### config.mk
export PLATFORM = sky130hd
export DESIGN_NAME = pdu_dev_end_flat
export DESIGN_NICKNAME = d
export VERILOG_FILES = /design/src/hw/pdu_pkg.sv /design/src/hw/pdu_link_if.sv /design/src/hw/pdu_dev_end.sv /design/src/hw/pdu_host_end.sv /design/src/flat_wrapper.sv
export SDC_FILE = /design/constraint.sdc
export NUM_CORES = 1
export LEC_CHECK = 0
export BUFFER_PORTS_ARGS = -buffer_cell sky130_fd_sc_hd__buf_2
export CAP_MARGIN = 25
export CELL_PAD_IN_SITES_DETAIL_PLACEMENT = 1
export CELL_PAD_IN_SITES_GLOBAL_PLACEMENT = 2
export CORE_MARGIN = 2
export CORE_UTILIZATION = 40
export CTS_CLUSTER_DIAMETER = 40
export CTS_CLUSTER_SIZE = 12
export DETAILED_ROUTE_END_ITERATION = 10
export GPL_ROUTABILITY_DRIVEN = 0
export PLACE_DENSITY = 0.85
export SYNTH_ARGS = -nofsm -noshare
export SYNTH_HDL_FRONTEND = slang
export SYNTH_HIERARCHICAL = 1
export SYNTH_SLANG_ARGS = --single-unit
export TNS_END_PERCENT = 10
### constraint.sdc
create_clock -name clk -period 4.29 [get_ports clk]
set_input_delay 0.6435 -clock clk [delete_from_list [all_inputs] [get_ports clk]]
set_output_delay 0.6435 -clock clk [all_outputs]
set_load 0.01 [all_outputs]
### src/hw/pdu_pkg.sv
// package: element type codes, data unit layouts and decode functions for the codec
package pdu_pkg;
	// element type codes that select the field layout
	localparam logic [7:0] TT_INSTR             = 8'h00;
	localparam logic [7:0] TT_VARIABLE          = 8'h01;
	localparam logic [7:0] TT_CONSTANT          = 8'h02;
	localparam logic [7:0] TT_DISC_IN           = 8'h03;
	localparam logic [7:0] TT_DISC_OUT          = 8'h04;
	localparam logic [7:0] TT_CONTROL_RELAY     = 8'h05;
	localparam logic [7:0] TT_DISC_IN_PACKED    = 8'h06;
	localparam logic [7:0] TT_DISC_OUT_PACKED   = 8'h07;
	localparam logic [7:0] TT_CR_PACKED         = 8'h08;
	localparam logic [7:0] TT_WORD_INPUT        = 8'h09;
	localparam logic [7:0] TT_WORD_OUTPUT       = 8'h0A;
	localparam logic [7:0] TT_DISC_FORCE        = 8'h0B;
	localparam logic [7:0] TT_CR_FORCE          = 8'h0C;
	localparam logic [7:0] TT_WORD_FORCE        = 8'h0D;
	localparam logic [7:0] TT_TIMER_COUNTER_PRESET  = 8'h0E;
	localparam logic [7:0] TT_TIMER_COUNTER_CURRENT = 8'h0F;
	localparam logic [7:0] TT_DRUM_STEP_PRESET  = 8'h10;
	localparam logic [7:0] TT_DRUM_STEP_CURRENT = 8'h11;
	localparam logic [7:0] TT_DRUM_COUNT_PRESET = 8'h12;
	localparam logic [7:0] TT_LOOP_FIRST        = 8'h20;
	localparam logic [7:0] TT_LOOP_STATUS       = 8'h2D;

	// data unit lengths in octets; zero marks a type with no layout
	localparam logic [2:0] UB_NONE   = 3'h0;
	localparam logic [2:0] UB_OCTET  = 3'h1;
	localparam logic [2:0] UB_WORD   = 3'h2;
	localparam logic [2:0] UB_WFORCE = 3'h3;
	localparam logic [2:0] UB_FLOAT  = 3'h4;

	// location descriptor lengths in octets
	localparam logic [1:0] LB_LOOP    = 2'h1;
	localparam logic [1:0] LB_DEFAULT = 2'h2;

	localparam logic [7:0] DISC_OFF       = 8'h00;
	localparam logic [7:0] DISC_ON        = 8'h01;
	localparam logic [7:0] FRC_OFF        = 8'h00;
	localparam logic [7:0] FRC_ON         = 8'h01;
	localparam logic [7:0] FRC_OFF_FORCED = 8'h80;
	localparam logic [7:0] FRC_ON_FORCED  = 8'h81;
	localparam logic [7:0] FRC_REMOVE     = 8'hFF;
	localparam logic [7:0] WF_UNFORCED    = 8'h00;
	localparam logic [7:0] WF_FORCED_ON   = 8'h01;

	// loop status: seven flags from the top bit down, the rest spare
	localparam logic [15:0] LOOP_STAT_SPARE_MASK = 16'h01FF;

	typedef enum logic [2:0] {
		ST_TYPE  = 3'b000,
		ST_LOC   = 3'b001,
		ST_CNT   = 3'b010,
		ST_DATA  = 3'b011,
		ST_DRAIN = 3'b100
	} pdu_dev_state_t;

	typedef enum logic [2:0] {
		H_IDLE = 3'b000,
		H_TYPE = 3'b001,
		H_LOC  = 3'b010,
		H_CNT  = 3'b011,
		H_DATA = 3'b100
	} pdu_host_state_t;

	function automatic logic pdu_is_loop(input logic [7:0] tt);
		pdu_is_loop = (tt >= TT_LOOP_FIRST) && (tt <= TT_LOOP_STATUS);
	endfunction

	function automatic logic pdu_is_packed(input logic [7:0] tt);
		pdu_is_packed = (tt >= TT_DISC_IN_PACKED) && (tt <= TT_CR_PACKED);
	endfunction

	function automatic logic [1:0] pdu_loc_bytes(input logic [7:0] tt);
		pdu_loc_bytes = pdu_is_loop(tt) ? LB_LOOP : LB_DEFAULT;
	endfunction

	function automatic logic [2:0] pdu_unit_bytes(input logic [7:0] tt);
		if (pdu_is_loop(tt))
		begin
			pdu_unit_bytes = (tt == TT_LOOP_STATUS) ? UB_WORD : UB_FLOAT;
		end
		else
		begin
			case (tt)
				TT_INSTR, TT_VARIABLE, TT_CONSTANT, TT_WORD_INPUT, TT_WORD_OUTPUT,
				TT_TIMER_COUNTER_PRESET, TT_TIMER_COUNTER_CURRENT,
				TT_DRUM_COUNT_PRESET:
					pdu_unit_bytes = UB_WORD;
				TT_DISC_IN, TT_DISC_OUT, TT_CONTROL_RELAY, TT_DISC_IN_PACKED,
				TT_DISC_OUT_PACKED, TT_CR_PACKED, TT_DISC_FORCE, TT_CR_FORCE,
				TT_DRUM_STEP_PRESET, TT_DRUM_STEP_CURRENT:
					pdu_unit_bytes = UB_OCTET;
				TT_WORD_FORCE:
					pdu_unit_bytes = UB_WFORCE;
				default:
					pdu_unit_bytes = UB_NONE;
			endcase
		end
	endfunction
endpackage

### src/hw/pdu_link_if.sv
// interface: octet stream from the requesting station to the data store end
interface pdu_link_if;
	logic       h2d_valid;
	logic       h2d_ready;
	logic [7:0] h2d_data;
	logic       h2d_last;
	logic       frame_write;
	logic       frame_count_wide;

	modport host_mp (
		output h2d_valid,
		input  h2d_ready,
		output h2d_data,
		output h2d_last,
		output frame_write,
		output frame_count_wide
	);

	modport dev_mp (
		input  h2d_valid,
		output h2d_ready,
		input  h2d_data,
		input  h2d_last,
		input  frame_write,
		input  frame_count_wide
	);
endinterface

### src/hw/pdu_dev_end.sv
// data store end: unpacks descriptors and data units from the octet stream
// Operation
// drum count preset location: drum, then step
// input/output location descriptor is sixteen bits
// loop location descriptor is one octet
// count is one or two octets; one means one
// requester keeps requested bytes within device limit; host end only flags req_oversize and still sends
// instruction units: 16-bit steps, passed through untouched
// word-like units carried as plain 16-bit values
// unpacked discrete units: one octet, 0 off, 1 on
// packed discretes: count bits over whole octets
// discrete force octet: 00, 80, 01, 81, FF
// remove force only in writes; force optional
// word force: state octet then 16-bit value
// drum step units: one octet, within step limit
// drum count preset unit is 16 bits
// loop analog units: 32-bit excess-64 floats
// loop status unit is a 16-bit flag field
// type code octet selects the layout
// loop status spare bits are zero
// other location descriptors are sixteen bits
// packed bit order is a parameter; pad zeros
// flag short streams and undefined type codes

module pdu_dev_end #(
	parameter int         FIFO_DEPTH      = 4,
	parameter bit         PACK_LSB_FIRST  = 1'b1,
	parameter logic [7:0] DRUM_STEP_LIMIT = 8'hFF
) (
	input  wire logic        clk,
	input  wire logic        srst,
	pdu_link_if.dev_mp       link,
	output logic [7:0]       element_type_code,
	output logic [15:0]      element_location,
	output logic [15:0]      location_count,
	output logic             header_valid,
	output logic             unit_valid,
	input  wire logic        unit_ready,
	output logic [31:0]      unit_data,
	output logic             frame_done,
	output logic             err_length,
	output logic             err_type,
	output logic             err_value
);
	import pdu_pkg::*;

	pdu_dev_state_t state_q;
	logic [7:0]  tt_q;
	logic [15:0] loc_q;
	logic [15:0] cnt_q;
	logic        wr_q;
	logic        wide_q;
	logic [1:0]  idx_q;
	logic [2:0]  ulen_q;
	logic [31:0] acc_q;
	logic [15:0] units_q;
	logic        hdr_q;
	logic        done_q;
	logic        e_len_q;
	logic        e_type_q;
	logic        e_val_q;

	logic [7:0]  byte_in;
	logic        take;
	logic        fifo_in_ready;
	logic        loc_done;
	logic        cnt_done;
	logic        unit_end;
	logic        push;
	logic        bad_val;
	logic        len_fault;
	logic [2:0]  ulen_d;
	logic [31:0] acc_d;
	logic [15:0] units_d;
	logic [16:0] expect_units;
	logic [7:0]  pad_mask;

	assign byte_in = link.h2d_data;
	// a full buffer holds the stream only while data units are flowing
	assign link.h2d_ready = (state_q != ST_DATA) || fifo_in_ready;
	assign take = link.h2d_valid && link.h2d_ready;
	assign loc_done = idx_q == (pdu_loc_bytes(tt_q) - 2'h1);
	assign cnt_done = idx_q[0] == wide_q;
	assign push = take && (state_q == ST_DATA) && unit_end;

	always_comb
	begin
		ulen_d = ulen_q;
		if (idx_q == 2'h0)
		begin
			// a lone FF in a word force unit is a complete remove request
			if (tt_q == TT_WORD_FORCE && byte_in == FRC_REMOVE)
				ulen_d = UB_OCTET;
			else
				ulen_d = pdu_unit_bytes(tt_q);
		end
		acc_d = (idx_q == 2'h0) ? {24'h00_0000, byte_in} : {acc_q[23:0], byte_in};
		unit_end = ({1'h0, idx_q} + 3'h1) == ulen_d;
		units_d = units_q + 16'h0001;
		expect_units = pdu_is_packed(tt_q) ? (({1'h0, cnt_q} + 17'h0_0007) >> 3)
			: {1'h0, cnt_q};
		if (cnt_q[2:0] == 3'h0)
			pad_mask = 8'h00;
		else
			pad_mask = PACK_LSB_FIRST ? (8'hFF << cnt_q[2:0]) : (8'hFF >> cnt_q[2:0]);
		case (tt_q)
			TT_DISC_IN, TT_DISC_OUT, TT_CONTROL_RELAY:
				bad_val = acc_d[7:0] > DISC_ON;
			TT_DISC_FORCE, TT_CR_FORCE:
				bad_val = !(acc_d[7:0] inside {FRC_OFF, FRC_ON, FRC_OFF_FORCED,
					FRC_ON_FORCED, FRC_REMOVE});
			TT_WORD_FORCE:
				bad_val = (ulen_d == UB_WFORCE) &&
					!(acc_d[23:16] inside {WF_UNFORCED, WF_FORCED_ON});
			TT_DRUM_STEP_PRESET, TT_DRUM_STEP_CURRENT:
				bad_val = acc_d[7:0] > DRUM_STEP_LIMIT;
			TT_LOOP_STATUS:
				bad_val = |(acc_d[15:0] & LOOP_STAT_SPARE_MASK);
			TT_DISC_IN_PACKED, TT_DISC_OUT_PACKED, TT_CR_PACKED:
				bad_val = ({1'h0, units_d} == expect_units) &&
					|(acc_d[7:0] & pad_mask);
			default:
				bad_val = 1'h0;
		endcase
		// stream ending short of a complete field or unit, or, for non-instruction types, with a unit total that differs from the count (in octets if packed)
		case (state_q)
			ST_TYPE:  len_fault = 1'h1;
			ST_LOC:   len_fault = 1'h1;
			ST_CNT:   len_fault = !cnt_done || wr_q;
			ST_DATA:  len_fault = !unit_end || ((tt_q != TT_INSTR) &&
				({1'h0, units_d} != expect_units));
			default:  len_fault = 1'h0;
		endcase
	end

	always_ff @(posedge clk)
	begin
		if (srst)
			state_q <= ST_TYPE;
		else if (take)
		begin
			unique case (state_q)
				ST_TYPE:
					if (link.h2d_last)
						state_q <= ST_TYPE;
					else if (pdu_unit_bytes(byte_in) == UB_NONE)
						state_q <= ST_DRAIN;
					else
						state_q <= ST_LOC;
				ST_LOC:
					if (link.h2d_last)
						state_q <= ST_TYPE;
					else if (loc_done)
						state_q <= ST_CNT;
				ST_CNT:
					if (link.h2d_last)
						state_q <= ST_TYPE;
					else if (cnt_done)
						state_q <= wr_q ? ST_DATA : ST_DRAIN;
				ST_DATA, ST_DRAIN:
					if (link.h2d_last)
						state_q <= ST_TYPE;
				default:
					state_q <= ST_TYPE;
			endcase
		end
	end

	always_ff @(posedge clk)
	begin
		if (srst)
			idx_q <= 2'h0;
		else if (take)
		begin
			case (state_q)
				ST_LOC:  idx_q <= loc_done ? 2'h0 : idx_q + 2'h1;
				ST_CNT:  idx_q <= cnt_done ? 2'h0 : idx_q + 2'h1;
				ST_DATA: idx_q <= unit_end ? 2'h0 : idx_q + 2'h1;
				default: idx_q <= 2'h0;
			endcase
		end
	end

	always_ff @(posedge clk)
	begin
		if (srst)
		begin
			tt_q   <= 8'h00;
			wr_q   <= 1'h0;
			wide_q <= 1'h0;
			loc_q  <= 16'h0000;
			cnt_q  <= 16'h0000;
			hdr_q  <= 1'h0;
		end
		else if (take)
		begin
			if (state_q == ST_TYPE)
			begin
				tt_q   <= byte_in;
				wr_q   <= link.frame_write;
				wide_q <= link.frame_count_wide;
				loc_q  <= 16'h0000;
				cnt_q  <= 16'h0000;
				hdr_q  <= 1'h0;
			end
			else if (state_q == ST_LOC)
				loc_q <= {loc_q[7:0], byte_in};
			else if (state_q == ST_CNT)
			begin
				cnt_q <= {cnt_q[7:0], byte_in};
				hdr_q <= cnt_done;
			end
		end
	end

	always_ff @(posedge clk)
	begin
		if (srst)
		begin
			acc_q   <= 32'h0000_0000;
			ulen_q  <= UB_NONE;
			units_q <= 16'h0000;
		end
		else if (take)
		begin
			if (state_q == ST_DATA)
			begin
				acc_q  <= acc_d;
				ulen_q <= ulen_d;
				if (unit_end)
					units_q <= units_d;
			end
			else
				units_q <= 16'h0000;
		end
	end

	// a fault wins over the clear that a new frame brings
	always_ff @(posedge clk)
	begin
		if (srst)
		begin
			done_q   <= 1'h0;
			e_len_q  <= 1'h0;
			e_type_q <= 1'h0;
			e_val_q  <= 1'h0;
		end
		else
		begin
			done_q <= take && link.h2d_last;
			if (take && state_q == ST_TYPE)
			begin
				e_len_q  <= link.h2d_last;
				e_type_q <= pdu_unit_bytes(byte_in) == UB_NONE;
				e_val_q  <= 1'h0;
			end
			else if (take)
			begin
				// read frames carry no data units, so extra octets are a fault
				if ((state_q == ST_CNT && cnt_done && !wr_q && !link.h2d_last) ||
					(link.h2d_last && len_fault))
					e_len_q <= 1'h1;
				if (push && bad_val)
					e_val_q <= 1'h1;
			end
		end
	end

	pdu_fifo #(
		.WIDTH (32),
		.DEPTH (FIFO_DEPTH)
	) u_fifo (
		.clk       (clk),
		.srst      (srst),
		.in_valid  (push),
		.in_ready  (fifo_in_ready),
		.in_data   (acc_d),
		.out_valid (unit_valid),
		.out_ready (unit_ready),
		.out_data  (unit_data)
	);

	assign element_type_code = tt_q;
	assign element_location  = loc_q;
	assign location_count    = cnt_q;
	assign header_valid      = hdr_q;
	assign frame_done        = done_q;
	assign err_length        = e_len_q;
	assign err_type          = e_type_q;
	assign err_value         = e_val_q;
endmodule

### src/hw/pdu_host_end.sv


// small stream buffer for the data store end; depth must be a power of two
module pdu_fifo #(
	parameter int WIDTH = 32,
	parameter int DEPTH = 4
) (
	input  wire logic             clk,
	input  wire logic             srst,
	input  wire logic             in_valid,
	output logic                  in_ready,
	input  wire logic [WIDTH-1:0] in_data,
	output logic                  out_valid,
	input  wire logic             out_ready,
	output logic      [WIDTH-1:0] out_data
);
	localparam int AW = $clog2(DEPTH);
	localparam logic [AW:0] FULL_LVL = (AW+1)'(DEPTH);

	logic [WIDTH-1:0] mem_q [DEPTH];
	logic [AW:0]      wr_q;
	logic [AW:0]      rd_q;

	assign in_ready  = (wr_q - rd_q) != FULL_LVL;
	assign out_valid = wr_q != rd_q;
	assign out_data  = mem_q[rd_q[AW-1:0]];

	always_ff @(posedge clk)
	begin
		if (srst)
		begin
			wr_q <= '0;
			rd_q <= '0;
		end
		else
		begin
			if (in_valid && in_ready)
				wr_q <= wr_q + 1'h1;
			if (out_valid && out_ready)
				rd_q <= rd_q + 1'h1;
		end
	end

	always_ff @(posedge clk)
	begin
		if (in_valid && in_ready)
			mem_q[wr_q[AW-1:0]] <= in_data;
	end
endmodule

### src/flat_wrapper.sv
// flat-port wrapper written by rule: the top's interface ports become plain ports
module pdu_dev_end_flat import pdu_pkg::*;
#(
	parameter int         FIFO_DEPTH      = 4,
	parameter bit         PACK_LSB_FIRST  = 1'b1,
	parameter logic [7:0] DRUM_STEP_LIMIT = 8'hFF
)
  (clk, srst, element_type_code, element_location, location_count, header_valid, unit_valid, unit_ready, unit_data, frame_done, err_length, err_type, err_value, link_h2d_valid, link_h2d_ready, link_h2d_data, link_h2d_last, link_frame_write, link_frame_count_wide);
  pdu_link_if link_i ();
  input  wire logic clk;
  input  wire logic srst;
  output logic [7:0] element_type_code;
  output logic [15:0] element_location;
  output logic [15:0] location_count;
  output logic header_valid;
  output logic unit_valid;
  input  wire logic unit_ready;
  output logic [31:0] unit_data;
  output logic frame_done;
  output logic err_length;
  output logic err_type;
  output logic err_value;
  input wire logic [$bits(link_i.h2d_valid)-1:0] link_h2d_valid;
  output wire logic [$bits(link_i.h2d_ready)-1:0] link_h2d_ready;
  input wire logic [$bits(link_i.h2d_data)-1:0] link_h2d_data;
  input wire logic [$bits(link_i.h2d_last)-1:0] link_h2d_last;
  input wire logic [$bits(link_i.frame_write)-1:0] link_frame_write;
  input wire logic [$bits(link_i.frame_count_wide)-1:0] link_frame_count_wide;
  assign link_i.h2d_valid = link_h2d_valid;
  assign link_h2d_ready = link_i.h2d_ready;
  assign link_i.h2d_data = link_h2d_data;
  assign link_i.h2d_last = link_h2d_last;
  assign link_i.frame_write = link_frame_write;
  assign link_i.frame_count_wide = link_frame_count_wide;
  pdu_dev_end #(.FIFO_DEPTH(FIFO_DEPTH), .PACK_LSB_FIRST(PACK_LSB_FIRST), .DRUM_STEP_LIMIT(DRUM_STEP_LIMIT)) u_core (.clk(clk), .srst(srst), .link(link_i), .element_type_code(element_type_code), .element_location(element_location), .location_count(location_count), .header_valid(header_valid), .unit_valid(unit_valid), .unit_ready(unit_ready), .unit_data(unit_data), .frame_done(frame_done), .err_length(err_length), .err_type(err_type), .err_value(err_value));
endmodule
==> reports/qor.txt <==
Slew headroom: 0.3884
Gr busiest metal: met2
Top-area cell type share of the netlist area: 0.3459
Setup Fix Bufs, Post-CTS: 0
Syn. warnings: 6
Clk root buf: clkbuf_16
Initial Util: 0.4033
Tcrit/Tclk final: 0.8732
GR Layer Usage met3: 0.03331
Synth cell types: 85
CP startpoint kind: flip-flop
I/O pins: 94
Worst path buffer plus inverter count: 3
Core area: 0.02755 mm^2
Largest net degree at the start of global routing: 64
Fillers: 3012
Row count: 61
Setup TNS: 0 ps
Syn Nets: 1059
Crit-path max FO: 32
ANT nets after route: 0
Kind of critical path: flip-flop to flip-flop
Skew final: 23.55 ps
Initial DRC Count: 554
RSZ-0062 raised after global routing: no
Pleak: 0.004581 uW
CTS clk-pin slew, worst paths: 50 ps
Area delta synth->final: 18.94%
First drt pass iteration count: 4
Fin. Hold Viols: 0
Hold Buf Count CTS: 0
Sequential area share after synthesis: 0.5351
Most numerous cell in the Yosys netlist: nand2_1
Detailed placement HPWL: 22.02 mm
Clock Path Buffers: 3
Finished Layout Cells: 1519
Die area: 0.02913 mm^2
GRT overflow: 0
Family with the most delay on the worst path: simple AND/OR/NAND/NOR gates
Input/output buffers: 93
Fraction of registers with async set/reset: 0
Final wirelength: 32.31 mm
Crit path time final: 3746 ps
Critical Path RT: 4480 ps
Post-synthesis cell area: 0.01111 mm^2
Final setup fails: 0
CTS tree: yes
Post-Place Cells: 1454
Drt drc: 0
CP Cell Sequence: nand4b_1 -> nor4_2 -> o21a_1 -> o311ai_4 -> nor2_2 -> nand2_1 -> inv_2 -> inv_1 -> a31oi_2 -> and2_1 -> buf_12
Endpoint class of the critical path: flip-flop
Num CTS Buffers: 36
CTS sink cnt: 233
Post-Syn Area per Cell: 10.85 um^2
Mapped Cells: 1024
Vias in the first global route: 8707
Clk_lat worst skew: 510 ps
Synth top cells by count: nand2_1 (136), edfxtp_1 (128), dfxtp_1 (105)
First-pass GRT wire length: 50.29 mm
Share of cells above drive strength 1: 0.2165
PwrDens: 413.7 mW/mm^2
Crit-path max cell delay: 610 ps
CP max stage cell: dfxtp_1
Vias/cell: 5.543
H-tree depth: 2
VDD IR max: 0.0002473 V
Most area-hungry cell type in the Yosys netlist: edfxtp_1
DIE WIDTH: 170.7 um
Diodes inserted: 0
Least-Margin Pin Slew: 911.2 ps
Die Ht: 170.7 um
Hold Crit Class: input pin to flip-flop
Final number of max-transition violations: 0
CP arrival: 3940 ps
Met2 usage: 0.3961
FMAX: 267.0 MHz
WL/cell: 21.27 um
Met1 usage: 0.2774
Antenna violations before repair: 0
Cts repair resizes: 0
Primary FF master, synth: edfxtp_1
Final Util: 0.4796
EDFF count, synth: 128
Status: finished, final reports clean
Minimum hold slack: 422.6 ps
Number of synthesized register bits: 233
Final net count: 1149
Via Count: 8420
Max cap viols: 0
Tot GR Track Use: 0.2239
Top cells by area, synth: edfxtp_1 (35%), dfxtp_1 (19%), mux4_2 (6.5%), nand2_1 (4.6%), a21oi_1 (4.0%)
==> routing by layer <==
metal,wire length (um),part of all wire
met5,0,0
met4,1041,0.032
met3,1222,0.038
met2,16460,0.51
met1,13590,0.42
==> registers in the layout, summed over array words and instances (netlist names), named ones only <==
| register | cells |
|---|---|
| u_core/units_q | 16 |
| u_core/frame_done | 1 |
| u_core/header_valid | 1 |
| u_core/wr_q | 1 |
| u_core/idx_q | 2 |
| u_core/u_fifo/mem_q | 128 |
| u_core/location_count | 16 |
| u_core/element_location | 16 |
| u_core/state_q | 3 |
| u_core/acc_q | 24 |
| u_core/err_length | 1 |
| u_core/wide_q | 1 |
| u_core/err_type | 1 |
| u_core/element_type_code | 8 |
| u_core/u_fifo/rd_q | 3 |
| u_core/ulen_q | 3 |
| u_core/err_value | 1 |
| u_core/u_fifo/wr_q | 3 |
==> logic make-up (layout without fill, tap and decap cells) <==
family,count (synthesis),in the layout,synth area share
flops,233,233,0.5351
compound gates,204,204,0.1206
fa+ha+maj,20,20,0.02252
mux,45,45,0.07725
buf+inv,97,214,0.03559
xor+xnor,36,36,0.03221
simple gates,389,389,0.1767
==> power by group <==
part	internal [uW]	switching [uW]	total, uW
clock	1770	1060	2830
combinational	79.8	179	258
sequential	2350	25.8	2380
total	4200	1270	5470
==> worst paths after layout <==
check	slack (ps)	cells past startpoint	start	end
hold / removal	420	3	link_frame_count_wide	u_core/wide_q$_SDFFE_PP0P_
setup reg to reg	540	11	u_core/element_type_code[2]$_SDFFE_PP0P_	u_core/u_fifo/mem_q[0][13]$_DFFE_PP_
setup / recovery	540	11	u_core/element_type_code[2]$_SDFFE_PP0P_	u_core/u_fifo/mem_q[0][13]$_DFFE_PP_
hold reg to reg	450	2	u_core/element_location[13]$_SDFFE_PP0P_	u_core/element_location[13]$_SDFFE_PP0P_
==> layout by cell type, fill, tap and decap left out, types with 8 or more instances in the layout <==
cell / instances
nor2b_1: 29
dfxtp_1: 104
o21ai_0: 12
a211oi_1: 8
buf_2: 92
mux4_2: 32
o211ai_1: 10
nand2b_1: 9
xnor2_1: 19
ha_1: 20
nor2_1: 64
a31oi_1: 11
nand4_1: 13
nand2_1: 136
inv_1: 25
nor3_1: 23
clkbuf_16: 36
mux2i_1: 10
nand3_1: 49
edfxtp_1: 128
buf_4: 28
xor2_1: 13
a21oi_1: 88
o21ai_1: 10
==> layout make-up <==
cell class / count / area [um^2] / share of cell area
Sequential cell: 233 / 5947 / 0.4500
Multi-Input combinational cell: 694 / 4781 / 0.3618
Clock buffer: 45 / 984.7 / 0.07451
Timing Repair Buffer: 123 / 730.7 / 0.05529
Tap cell: 378 / 473.0 / 0.03579
Clock inverter: 20 / 201.4 / 0.01524
Inverter: 26 / 97.59 / 0.007385
==> worst reg2reg max path, delay by kind of cell, from the launching register on <==
kind	cells	cell delay (ps)
AO/OA/AOI/OAI	3	690
flip-flops	1	610
buffers and inverters	3	510
AND/OR/NAND/NOR	5	1580
==> metrics by stage <==
stage / worst slack (ps) / cell area, um^2 / power, uW
2_1_floorplan: 406.6 / 11110 / 2578
3_3_place_gp: 514.0 / 12030 / 2673
3_5_place_dp: 357.4 / 12030 / 2677
4_1_cts: 573.8 / 13220 / 5515
5_1_grt: 243.4 / 13220 / 5643
6_report: 544.1 / 13220 / 5468
No activity file was read; power rests on OpenSTA's default activity.
